### config.mk
export PLATFORM = sky130hd
export DESIGN_NAME = sie_engine
export DESIGN_NICKNAME = d
export VERILOG_FILES = /design/src/logic/sie_pkg.sv /design/src/logic/sie_engine.sv
export VERILOG_INCLUDE_DIRS = /design/src /design/src/logic
export SDC_FILE = /design/constraint.sdc
export NUM_CORES = 1
export LEC_CHECK = 0
export ABC_AREA = 1
export BUFFER_PORTS_ARGS = -buffer_cell sky130_fd_sc_hd__buf_2
export CORE_MARGIN = 8
export CORE_UTILIZATION = 24
export DETAILED_ROUTE_END_ITERATION = 12
export PLACE_DENSITY = 0.48
export SLEW_MARGIN = 20
export SYNTH_ARGS = -nofsm -noshare
export SYNTH_HDL_FRONTEND = slang
export SYNTH_SLANG_ARGS = --single-unit
### constraint.sdc
create_clock -name pclk -period 5.2 [get_ports pclk]
set_input_delay 0 -clock pclk [delete_from_list [all_inputs] [get_ports pclk]]
set_output_delay 0 -clock pclk [all_outputs]
set_load 0.05 [all_outputs]
### src/logic/sie_params.svh
// Offsets, fields and reset values of the string instruction engine.
// Assumes a 32-bit APB slave on pclk at 20 MHz with word-aligned registers.
// How it works
// Five lowest general registers hold limit, two pointers, table pointer, comparison value.
// Limit decrements each element step; any instruction ends when limit reaches zero.
// Backward option decrements the string pointers per step, otherwise they increment; skip never steps string 2.
// Until option ends the instruction when the string 1 element equals comparison value.
// While option ends the instruction when the string 1 element differs from it.
// Move copies string 1 to string 2; translating move maps bytes through the table.
// Compare checks string 1 against string 2; translating form maps string 1 bytes only.
// Skip advances over string 1 without writing; translating form maps before the test.
// Backward, until and while options are accepted on every string operation.
// Plain forms use byte, word or double size; translating forms use bytes only.
// Pointers and limit are written back every step, showing the exact stop point.
`ifndef SIE_PARAMS_SVH
`define SIE_PARAMS_SVH
`define SIE_OFS_LIMIT 12'h000
`define SIE_OFS_STR1 12'h004
`define SIE_OFS_STR2 12'h008
`define SIE_OFS_TABLE 12'h00c
`define SIE_OFS_CMPVAL 12'h010
`define SIE_OFS_CTRL 12'h014
`define SIE_OFS_STATUS 12'h018
`define SIE_CTRL_START 0
`define SIE_CTRL_OP_LSB 1
`define SIE_CTRL_XLT 3
`define SIE_CTRL_SIZE_LSB 4
`define SIE_CTRL_BACK 6
`define SIE_CTRL_UNTIL 7
`define SIE_CTRL_WHILE 8
`define SIE_STAT_BUSY 0
`define SIE_STAT_DONE 1
`define SIE_STAT_WHY_LSB 2
`define SIE_FIFO_DEPTH 8
`define SIE_REG_RESET 32'h0000_0000
`endif

### src/logic/sie_pkg.sv
// Types shared by the string instruction engine.
// Assumes sie_params.svh is included by the design file.
package sie_pkg;
    typedef enum logic [1:0] {
        SIE_OP_MOVE = 2'b00,
        SIE_OP_COMPARE = 2'b01,
        SIE_OP_SKIP = 2'b10
    } sie_op_type;
    typedef enum logic [1:0] {
        SIE_SZ_BYTE = 2'b00,
        SIE_SZ_WORD = 2'b01,
        SIE_SZ_DOUBLE = 2'b10
    } sie_size_type;
    typedef enum logic [1:0] {
        SIE_END_COUNT = 2'b00,
        SIE_END_MATCH = 2'b01,
        SIE_END_DIFFER = 2'b10
    } sie_end_type;
    typedef struct packed {
        logic valid;
        logic write;
        logic [31:0] addr;
        logic [31:0] wdata;
        logic [1:0] size;
    } sie_mem_req_type;
endpackage : sie_pkg

### src/logic/sie_engine.sv
// String instruction engine with its element FIFO and APB register file.
// Assumes a memory that answers each request with a one-cycle mem_ack, read data in the low bits.
`timescale 1ns/1ps
`include "sie_params.svh"

module sie_fifo #(
    parameter int WIDTH = 32,
    parameter int DEPTH = 8
) (
    input wire logic pclk,
    input wire logic presetn,
    input wire logic in_valid,
    output logic in_ready,
    input wire logic [WIDTH-1:0] in_data,
    output logic out_valid,
    input wire logic out_ready,
    output logic [WIDTH-1:0] out_data
);
    localparam int AW = $clog2(DEPTH);
    logic [WIDTH-1:0] mem_q [DEPTH];
    logic [AW-1:0] wr_q;
    logic [AW-1:0] rd_q;
    logic [AW:0] cnt_q;
    logic push;
    logic pop;

    assign in_ready = cnt_q != (AW+1)'(DEPTH);
    assign out_valid = cnt_q != '0;
    assign out_data = mem_q[rd_q];
    assign push = in_valid && in_ready;
    assign pop = out_valid && out_ready;

    always_ff @(posedge pclk) begin
        if (push) begin
            mem_q[wr_q] <= in_data;
        end
    end

    always_ff @(posedge pclk or negedge presetn) begin
        if (!presetn) begin
            wr_q <= '0;
            rd_q <= '0;
            cnt_q <= '0;
        end else begin
            if (push) begin
                wr_q <= (wr_q == AW'(DEPTH - 1)) ? '0 : wr_q + 1'b1;
            end
            if (pop) begin
                rd_q <= (rd_q == AW'(DEPTH - 1)) ? '0 : rd_q + 1'b1;
            end
            cnt_q <= cnt_q + (AW+1)'(push) - (AW+1)'(pop);
        end
    end
endmodule : sie_fifo

module sie_engine (
    input wire logic pclk,
    input wire logic presetn,
    input wire logic psel,
    input wire logic penable,
    input wire logic pwrite,
    input wire logic [11:0] paddr,
    input wire logic [31:0] pwdata,
    output logic [31:0] prdata,
    output logic pready,
    output logic pslverr,
    output sie_pkg::sie_mem_req_type mem_req,
    input wire logic mem_ack,
    input wire logic [31:0] mem_rdata,
    output logic busy
);
    typedef enum logic [3:0] {
        ST_IDLE = 4'b0000,
        ST_CHECK = 4'b0001,
        ST_READ1 = 4'b0010,
        ST_XLATE = 4'b0011,
        ST_TEST = 4'b0100,
        ST_PUSH = 4'b0101,
        ST_POP = 4'b0110,
        ST_WRITE2 = 4'b0111,
        ST_READ2 = 4'b1000,
        ST_STEP = 4'b1001
    } sie_state_type;

    sie_state_type state_q;
    logic [31:0] limit_q;
    logic [31:0] str1_q;
    logic [31:0] str2_q;
    logic [31:0] table_q;
    logic [31:0] cmpval_q;
    sie_pkg::sie_op_type op_q;
    sie_pkg::sie_size_type size_q;
    sie_pkg::sie_end_type why_q;
    logic xlt_q;
    logic back_q;
    logic until_q;
    logic while_q;
    logic done_q;
    logic [31:0] elem_q;
    logic [31:0] cur_q;
    sie_pkg::sie_mem_req_type req_q;
    logic [31:0] step;
    logic [31:0] elem_mask;
    logic [31:0] rd_elem;
    logic wr_acc;
    logic rd_acc;
    logic start;
    logic fifo_in_ready;
    logic fifo_out_valid;
    logic [31:0] fifo_out_data;
    logic stop_match;

    assign pready = 1'b1;
    assign wr_acc = psel && penable && pwrite;
    assign rd_acc = psel && !penable && !pwrite;
    assign start = wr_acc && paddr == `SIE_OFS_CTRL && pwdata[`SIE_CTRL_START] && state_q == ST_IDLE;
    assign busy = state_q != ST_IDLE;
    assign mem_req = req_q;

    // Element size and mask follow the size field
    always_comb begin
        case (size_q)
            sie_pkg::SIE_SZ_BYTE: elem_mask = 32'h0000_00ff;
            sie_pkg::SIE_SZ_WORD: elem_mask = 32'h0000_ffff;
            default: elem_mask = 32'hffff_ffff;
        endcase
        step = 32'h0000_0001 << size_q;
        rd_elem = mem_rdata & elem_mask;
    end

    // Until has priority when both test options are set
    assign stop_match = until_q ? (elem_q == (cmpval_q & elem_mask))
        : (while_q && elem_q != (cmpval_q & elem_mask));

    always_ff @(posedge pclk or negedge presetn) begin
        if (!presetn) begin
            pslverr <= 1'b0;
            prdata <= `SIE_REG_RESET;
        end else begin
            pslverr <= 1'b0;
            if (psel && !penable) begin
                pslverr <= paddr > `SIE_OFS_STATUS || paddr[1:0] != 2'b00;
            end
            if (rd_acc) begin
                case (paddr)
                    `SIE_OFS_LIMIT: prdata <= limit_q;
                    `SIE_OFS_STR1: prdata <= str1_q;
                    `SIE_OFS_STR2: prdata <= str2_q;
                    `SIE_OFS_TABLE: prdata <= table_q;
                    `SIE_OFS_CMPVAL: prdata <= cmpval_q;
                    `SIE_OFS_CTRL: prdata <= {23'h000000, while_q, until_q, back_q, size_q, xlt_q, op_q, 1'b0};
                    `SIE_OFS_STATUS: prdata <= {28'h0000000, why_q, done_q, busy};
                    default: prdata <= 32'h0000_0000;
                endcase
            end
        end
    end

    // Option and mode capture at start
    always_ff @(posedge pclk or negedge presetn) begin
        if (!presetn) begin
            op_q <= sie_pkg::SIE_OP_MOVE;
            size_q <= sie_pkg::SIE_SZ_BYTE;
            xlt_q <= 1'b0;
            back_q <= 1'b0;
            until_q <= 1'b0;
            while_q <= 1'b0;
        end else if (start) begin
            op_q <= sie_pkg::sie_op_type'(pwdata[`SIE_CTRL_OP_LSB +: 2]);
            xlt_q <= pwdata[`SIE_CTRL_XLT];
            // Translating forms are byte only
            size_q <= pwdata[`SIE_CTRL_XLT] ? sie_pkg::SIE_SZ_BYTE
                : sie_pkg::sie_size_type'(pwdata[`SIE_CTRL_SIZE_LSB +: 2]);
            back_q <= pwdata[`SIE_CTRL_BACK];
            until_q <= pwdata[`SIE_CTRL_UNTIL];
            while_q <= pwdata[`SIE_CTRL_WHILE];
        end
    end

    // General registers: software writes when idle, the engine updates per step
    always_ff @(posedge pclk or negedge presetn) begin
        if (!presetn) begin
            limit_q <= `SIE_REG_RESET;
            str1_q <= `SIE_REG_RESET;
            str2_q <= `SIE_REG_RESET;
            table_q <= `SIE_REG_RESET;
            cmpval_q <= `SIE_REG_RESET;
        end else if (state_q == ST_STEP) begin
            limit_q <= limit_q - 32'h0000_0001;
            str1_q <= back_q ? str1_q - step : str1_q + step;
            if (op_q != sie_pkg::SIE_OP_SKIP) begin
                str2_q <= back_q ? str2_q - step : str2_q + step;
            end
        end else if (wr_acc && !busy) begin
            case (paddr)
                `SIE_OFS_LIMIT: limit_q <= pwdata;
                `SIE_OFS_STR1: str1_q <= pwdata;
                `SIE_OFS_STR2: str2_q <= pwdata;
                `SIE_OFS_TABLE: table_q <= pwdata;
                `SIE_OFS_CMPVAL: cmpval_q <= pwdata;
                default: ;
            endcase
        end
    end

    // Element sequencer
    always_ff @(posedge pclk or negedge presetn) begin
        if (!presetn) begin
            state_q <= ST_IDLE;
            req_q <= '0;
            elem_q <= 32'h0000_0000;
            done_q <= 1'b0;
            why_q <= sie_pkg::SIE_END_COUNT;
        end else begin
            case (state_q)
                ST_IDLE: begin
                    if (start) begin
                        done_q <= 1'b0;
                        state_q <= ST_CHECK;
                    end
                end
                ST_CHECK: begin
                    if (limit_q == 32'h0000_0000) begin
                        why_q <= sie_pkg::SIE_END_COUNT;
                        done_q <= 1'b1;
                        state_q <= ST_IDLE;
                    end else begin
                        req_q <= '{valid: 1'b1, write: 1'b0, addr: str1_q, wdata: 32'h0000_0000, size: size_q};
                        state_q <= ST_READ1;
                    end
                end
                ST_READ1: begin
                    if (mem_ack) begin
                        req_q.valid <= 1'b0;
                        elem_q <= rd_elem;
                        if (xlt_q) begin
                            // Table entry for this byte
                            req_q <= '{valid: 1'b1, write: 1'b0, addr: table_q + {24'h000000, mem_rdata[7:0]},
                                       wdata: 32'h0000_0000, size: sie_pkg::SIE_SZ_BYTE};
                            state_q <= ST_XLATE;
                        end else begin
                            state_q <= ST_TEST;
                        end
                    end
                end
                ST_XLATE: begin
                    if (mem_ack) begin
                        req_q.valid <= 1'b0;
                        elem_q <= {24'h000000, mem_rdata[7:0]};
                        state_q <= ST_TEST;
                    end
                end
                ST_TEST: begin
                    if (stop_match) begin
                        why_q <= sie_pkg::SIE_END_MATCH;
                        done_q <= 1'b1;
                        state_q <= ST_IDLE;
                    end else begin
                        state_q <= ST_PUSH;
                    end
                end
                ST_PUSH: begin
                    if (fifo_in_ready) begin
                        state_q <= ST_POP;
                    end
                end
                ST_POP: begin
                    if (fifo_out_valid) begin
                        case (op_q)
                            sie_pkg::SIE_OP_MOVE: begin
                                req_q <= '{valid: 1'b1, write: 1'b1, addr: str2_q, wdata: fifo_out_data,
                                           size: size_q};
                                state_q <= ST_WRITE2;
                            end
                            sie_pkg::SIE_OP_COMPARE: begin
                                req_q <= '{valid: 1'b1, write: 1'b0, addr: str2_q, wdata: 32'h0000_0000,
                                           size: size_q};
                                state_q <= ST_READ2;
                            end
                            default: state_q <= ST_STEP;
                        endcase
                    end
                end
                ST_WRITE2: begin
                    if (mem_ack) begin
                        req_q.valid <= 1'b0;
                        state_q <= ST_STEP;
                    end
                end
                ST_READ2: begin
                    if (mem_ack) begin
                        req_q.valid <= 1'b0;
                        // String 2 is never translated
                        if (rd_elem != cur_q) begin
                            why_q <= sie_pkg::SIE_END_DIFFER;
                            done_q <= 1'b1;
                            state_q <= ST_IDLE;
                        end else begin
                            state_q <= ST_STEP;
                        end
                    end
                end
                ST_STEP: state_q <= ST_CHECK;
                default: state_q <= ST_IDLE;
            endcase
        end
    end

    // Popped element held for the string 2 compare
    always_ff @(posedge pclk or negedge presetn) begin
        if (!presetn) begin
            cur_q <= 32'h0000_0000;
        end else if (state_q == ST_POP && fifo_out_valid) begin
            cur_q <= fifo_out_data;
        end
    end

    sie_fifo #(
        .WIDTH(32),
        .DEPTH(`SIE_FIFO_DEPTH)
    ) u_fifo (
        .pclk(pclk),
        .presetn(presetn),
        .in_valid(state_q == ST_PUSH),
        .in_ready(fifo_in_ready),
        .in_data(elem_q),
        .out_valid(fifo_out_valid),
        .out_ready(state_q == ST_POP),
        .out_data(fifo_out_data)
    );
endmodule : sie_engine

## Word-level counts from Yosys, hierarchy flattened

Memory sizes are Yosys's and may differ from the RTL's.
Index checks and enable logic that the tools add are counted.

- Flip-flop bits (word level): 350
- Bits in writable memories: 256
- Output and inout port bits: 103
- Memories kept: 1

Memories:

| name | words | width | rd ports | clocked after Yosys merged registers in | write ports | line | text |
|---|---|---|---|---|---|---|---|
| u_fifo.mem_q | 8 | 32 | 1 | 0 | 1 | sie_engine.sv:20 | `logic [WIDTH-1:0] mem_q [DEPTH];` |

- Add/sub/neg operators: 10
- Magnitude comparators: 1
- Equal/unequal tests: 39
- Shift-type cells: 1
- Multiplexer cells: 56
- Bitwise operators: 3
- Reduce and logical (&&, ||, !) cells: 44

Operator list:

| kind | number |
|---|---|
| 32-bit 2-to-1 mux | 14 |
| 68-bit 2-to-1 mux | 4 |
| 32-bit case mux with 7 select lines | 1 |
| 67-bit case mux with 3 select lines | 1 |
| 68-bit case mux with 2 select lines | 1 |
| 32-bit case mux with 2 select lines | 2 |
| 32-bit adder | 2 |
| 32-bit AND | 2 |
| 32-bit inequality test | 2 |
| 32-bit subtractor | 2 |
| 4-bit case mux with 10 select lines | 1 |
| 12-bit by 5-bit equality test with 1-bit output (second input constant) | 3 |
| 32-bit by 8-bit adder with 32-bit output | 1 |
| 32-bit equality test | 1 |
| 32-bit logical NOT | 1 |
| 4-bit 2-to-1 mux | 8 |
| 1-bit by 2-bit << shifter with 32-bit output (first input constant) | 1 |
| 32-bit by 1-bit subtractor with 32-bit output (second input constant) | 1 |
| 12-bit by 4-bit equality test with 1-bit output (second input constant) | 2 |
| 2-bit inequality test (second input constant) | 12 |
| 6-bit AND reduction | 3 |
| 4-bit by 3-bit equality test with 1-bit output (second input constant) | 4 |
| 4-bit nonzero test | 4 |
| 12-bit by 3-bit equality test with 1-bit output (second input constant) | 1 |
| 32 further kinds | 80 |

## Longest topological paths before layout

- Depth in word-level cells: 8
- Depth in mapped cells: 22

## Hierarchy

Synthesis repeated with hierarchy kept, for this count alone.

- Cell total of the unflattened synthesis: 4372
- Area, all modules: 33808.7 sq um

Modules (own cells, without submodules):

| module | instances | cells each | area an instance (sq um) |
|---|---|---|---|
| sie_engine | 1 | 3193 | 22098.7 |
| sie_fifo | 1 | 1179 | 11710.0 |

## Worst setup path after synthesis

OpenSTA, ideal clock, no wires.

- Path type: register -> register
- Start point: register size_q[1]
- End point: register str2_q[29]
- Library setup time: 0.077 ns
- Arrival: 4.599 ns
- Required time: 5.123 ns
- Setup slack: 0.524 ns
- Stages on the path, launching flop included: 21
- Path through: dfrtp_1 buf_4 inv_2 nand2_1 buf_2 ha_1 buf_2 buf_2 inv_1 o21ai_0 ha_1 a21oi_1 nor2_1 nor2_1 a21boi_0 nor2_1 nor2_1 nand2_1 nand2_1 nand3_1 a21oi_1

- Longest elaborated chain between the ends: 5
- Elaborated cells on any way between the ends: 6
- Classes of those cells: 2 x add/sub; 1 x shift; 3 x mux

RTL lines:

| what | line | text |
|---|---|---|
| start: declaration | sie_engine.sv:92 | `sie_pkg::sie_size_type size_q;` |
| start signal: assignment | sie_engine.sv:163 | `size_q <= sie_pkg::SIE_SZ_BYTE;` |
| start signal: assignment | sie_engine.sv:172 | `` size_q <= pwdata[`SIE_CTRL_XLT] ? sie_pkg::SIE_SZ_BYTE `` |
| 1-bit by 2-bit << shifter with 32-bit output (*) | sie_engine.sv:127 | `step = 32'h0000_0001 << size_q;` |
| 32-bit adder or 32-bit subtractor (tied branches) | sie_engine.sv:192 | `str2_q <= back_q ? str2_q - step : str2_q + step;` |
| 32-bit 2-to-1 mux (*) | sie_engine.sv:192 |  |
| 32-bit 2-to-1 mux (*) | sie_engine.sv:191 | `if (op_q != sie_pkg::SIE_OP_SKIP) begin` |
| 32-bit 2-to-1 mux (*) | sie_engine.sv:188 | `end else if (state_q == ST_STEP) begin` |
| end signal: assignment | sie_engine.sv:185 | `` str2_q <= `SIE_REG_RESET; `` |
| end signal: assignment | sie_engine.sv:192 |  |
| end signal: assignment | sie_engine.sv:198 | `` `SIE_OFS_STR2: str2_q <= pwdata; `` |
| end: declaration | sie_engine.sv:88 | `logic [31:0] str2_q;` |

Mark *: on every way between the ends. The rest lies on a longest branch, timed or not. The select of a mux whose other input is x is not followed.
A chain may end at the register's enable or synchronous reset.

## Worst setup path after layout

- Start point: register state_q[2]
- End point: register req_q, in the netlist mem_req[56]

- Longest elaborated chain between the ends: 3
- Elaborated cells on any way between the ends: 11
- Classes of those cells: 8 x eq/ne; 1 x mux; 2 x reduce/logical

RTL lines:

| what | line | text |
|---|---|---|
| start: declaration | sie_engine.sv:85 | `sie_state_type state_q;` |
| start signal: assignment | sie_engine.sv:209 | `state_q <= ST_IDLE;` |
| start signal: assignment | sie_engine.sv:219 | `state_q <= ST_CHECK;` |
| start signal: assignment | sie_engine.sv:226 | `state_q <= ST_IDLE;` |
| 4-bit by 3-bit equality test with 1-bit output, or another cell as far along | sie_engine.sv:215 | `case (state_q)` |
| 3-bit inequality test (no line), or another cell as far along | - |  |
| 6-bit AND reduction (no line) | - |  |
| end signal: assignment | sie_engine.sv:228 | `req_q <= '{valid: 1'b1, write: 1'b0, addr: str1_q, wdata: 32'h0000_0000, size: size_q};` |
| end signal: assignment | sie_engine.sv:238 | `req_q <= '{valid: 1'b1, write: 1'b0, addr: table_q + {24'h000000, mem_rdata[7:0]},` |
| end signal: assignment | sie_engine.sv:271 | `req_q <= '{valid: 1'b1, write: 1'b1, addr: str2_q, wdata: fifo_out_data,` |
| end: declaration | sie_engine.sv:101 | `sie_pkg::sie_mem_req_type req_q;` |

Several ways; a longest one is shown, not always the timed one.

==> flow_summary.yaml <==
route:
  drc_errors: 0
  route.vias.total: 29400
  ant_nets: 0
  routed_wl_mm: 137
  drtIter0Drc: 3285
  drt_first_pass_iters: 6
  wl_per_cell_um: 22.8
  vias_per_cell: 4.91
floorplanning:
  io_pins: 185
  die_x_um: 384
  core_area_um2: 135000
  die_area_um2: 148000
  die_h_um: 384
  row_count: 135
  start_util_pct: 24.1
yosys:
  synth_top_area_cell: "dfrtp_1"
  synthCells: 3931
  synthFlopType: "dfrtp_1"
  synth_top_area_share_pct: 26.9
  ys_ff_latch: 606
  synth_cell_types: 56
  syn_avg_cell_area_um2: 8.28
  yosysWarnings: 0
  ys_async_sr_fraction_pct: 57.8
  synth_seq_area_share_pct: 50.5
  syn_area_um2: 32600
  synth_edf_count: 256
  synth.area.top_cells: "dfrtp_1 27%, edfxtp_1 24%, nand2_1 11%"
  syn-num-nets: 4094
clock_network:
  clk_latency_ns: 0.66
  cts_setup_buffers: 0
  cts_max_level: 3
  cts_buffers: 75
  clockBufferDepth: 3
  cts_resized: 0
  path_clk_slew_ns: 0.06
  root_buffer: "clkbuf_16"
  clock_sinks: 606
  cts_tree: "done"
  postCtsHoldBufs: 76
critical_path:
  worst_path_largest_cell_delay_ns: 0.94
  path_cells: "inv_1, nor2_4, a22oi_1, nand2_4, buf_4, a21oi_1, nand2_1, nand2_1"
  critPathTopFamily: "simple AND/OR/NAND/NOR gates"
  crit_path_end_kind: "register"
  critPathKind: "register to register"
  crit_buf_inv: 2
  start_kind: "register"
  critPathMaxFanout: 70
  worst_path_max_delay_cell: "dfrtp_1"
  cp.required_ns: 5.73
  cp_common_cell: "nand2_1"
  crit_arrival_ns: 4.32
sta:
  finalSetupViolCount: 0
  fin_tns_setup_ns: 0
  tightest_slew_ns: 1.16
  clock_skew_ns: 0.0587
  fin_ws_ns: 1.42
  relSlewSlack_pct: 22.3
  min_period_ns: 3.78
  hold_viol: 0
  grt_setup_unrepaired: "false"
  final-max-slew-violation-count: 0
  min_period_over_period_pct: 72.8
  max_freq_mhz: 264
power_and_ir_drop:
  p_sw_mw: 8.27
  cellPowerDensity_nw_per_um2: 502
  p_clk_share_pct: 27.8
  pwr-share-comb_pct: 35.2
  power.internal_mw: 11.2
  power_leakage_nw: 16.2
  pwr-share-seq_pct: 37.0
  finalPower_mw: 19.5
  p_sw_share_pct: 42.4
  vdd_ir_drop_max_v: 0.000345
place:
  globalplace.congestion: 0.969
  io_buffers: 183
  dp_slack_ns: 1.39
  dpl.hpwl_mm: 101
  dpl.cell_count: 5783
final_layout:
  area_growth_pct: 19.3
  fin_nets: 4318
  layout_common_cells: "924 x nand2_1, 441 x o21ai_0, 418 x nor2_1"
  fin_cells: 5994
  diodes: 0
  final_common_cell: "nand2_1"
  drive_gt1_share_pct: 10.4
global_routing:
  antenna_found_initial: 2
  grt_max_degree: 131
  grt-ovfl-total: 0
  grt_pass1_wl_mm: 198
  grt_pass1_vias: 28500
  grt_usage_pct: 17.9
worst_hold_path:
  min_path_type: "input port to register"
status:
  status: "finished clean"
run:
  maxCapViolations: 0
[worst register-to-register path, stage by stage, from the launching register on]
cell	delay (ns)
dfrtp_1	0.94
inv_1	0.31
nor2_4	0.57
a22oi_1	0.27
nand2_4	0.41
buf_4	0.76
a21oi_1	0.17
nand2_1	0.18
nand2_1	0.08
[per-stage QoR]
step | cell area (um^2) | hold WS [ns] | util [%]
6_report | 38800 | 0.112 | 28.7
2_1_floorplan | 32600 | -0.296 | -
3_3_place_gp | 35500 | -0.0489 | 26.3
4_1_cts | 38800 | 0.0793 | 28.7
3_5_place_dp | 35500 | -0.0479 | 26.3
5_1_grt | 38800 | 0.129 | 28.7
[state kept, by name, indices dropped and copies added (netlist names), 3 cells and up]
register / count
state_q: 4
mem_req: 68
cur_q: 32
table_q: 32
u_fifo.cnt_q: 4
u_fifo.mem_q: 256
str1_q: 32
limit_q: 32
cmpval_q: 32
u_fifo.rd_q: 3
elem_q: 32
u_fifo.wr_q: 3
prdata: 32
str2_q: 32
[power groups by stage]
stage / Combinational (mW) / Sequential, mW / Clock [mW]
after global placement: 6.82 / 7.26 / 0
after detailed placement: 6.80 / 7.27 / 0
after CTS: 6.88 / 7.19 / 5.55
after global routing: 7.59 / 7.32 / 5.70
final: 6.86 / 7.20 / 5.43
after floorplan: 4.21 / 7.16 / 0
[cells in the mapped netlist, drive strengths merged, types with 27 or more instances]
library cell,number
a21oi,165
a31oi,36
buf,59
clkbuf,101
dfrtp,350
edfxtp,256
ha,79
inv,414
nand2,927
nand3,192
nand4,31
nor2,434
nor3,39
o21ai,484
o221ai,47
o22ai,104
xnor2,27
[final cells by class]
class,instances,area (um^2)
multi-input combinational,2750,13900
clock buffer,102,2110
clock inverter,33,449
inverter,415,1560
fill,14400,96300
sequential,606,16500
timing repair buffer,307,2100
tap,1781,2230
[worst paths after layout]
path | end | slack [ns] | from | cells past startpoint
max | mem_req[56] | 1.42 | state_q[2] | 8
min | str1_q[1] | 0.11 | paddr[9] | 7
max reg2reg | mem_req[56] | 1.42 | state_q[2] | 8
min reg2reg | prdata[3] | 0.47 | prdata[3] | 1
max in group asynchronous | str2_q[22] | 3.70 | presetn | 4
min in group asynchronous | mem_req[59] | 0.52 | presetn | 4
[metal layers]
layer	track usage (%)	routed length (um)
met5	0	13
met3	2.36	8460
met2	29.6	63300
met1	23.9	59400
met4	6.78	5360
[logic make-up (layout without fill, tap and decap cells)]
kind of cell               count (synthesis)  in the layout  share of synthesized area, %
and+or+nand+nor                         1681           1681                          21.4
DFF                                      606            606                          50.5
AOI/OAI and AO/OA                        935            935                          16.6
buffers and inverters                    575            857                          6.94
xor gates and xnor gates                  52             52                          1.40
other                                      1              1                        0.0115
adders and majority gates                 81             81                          3.16
Note: power is estimated with default switching activity, not from simulation.
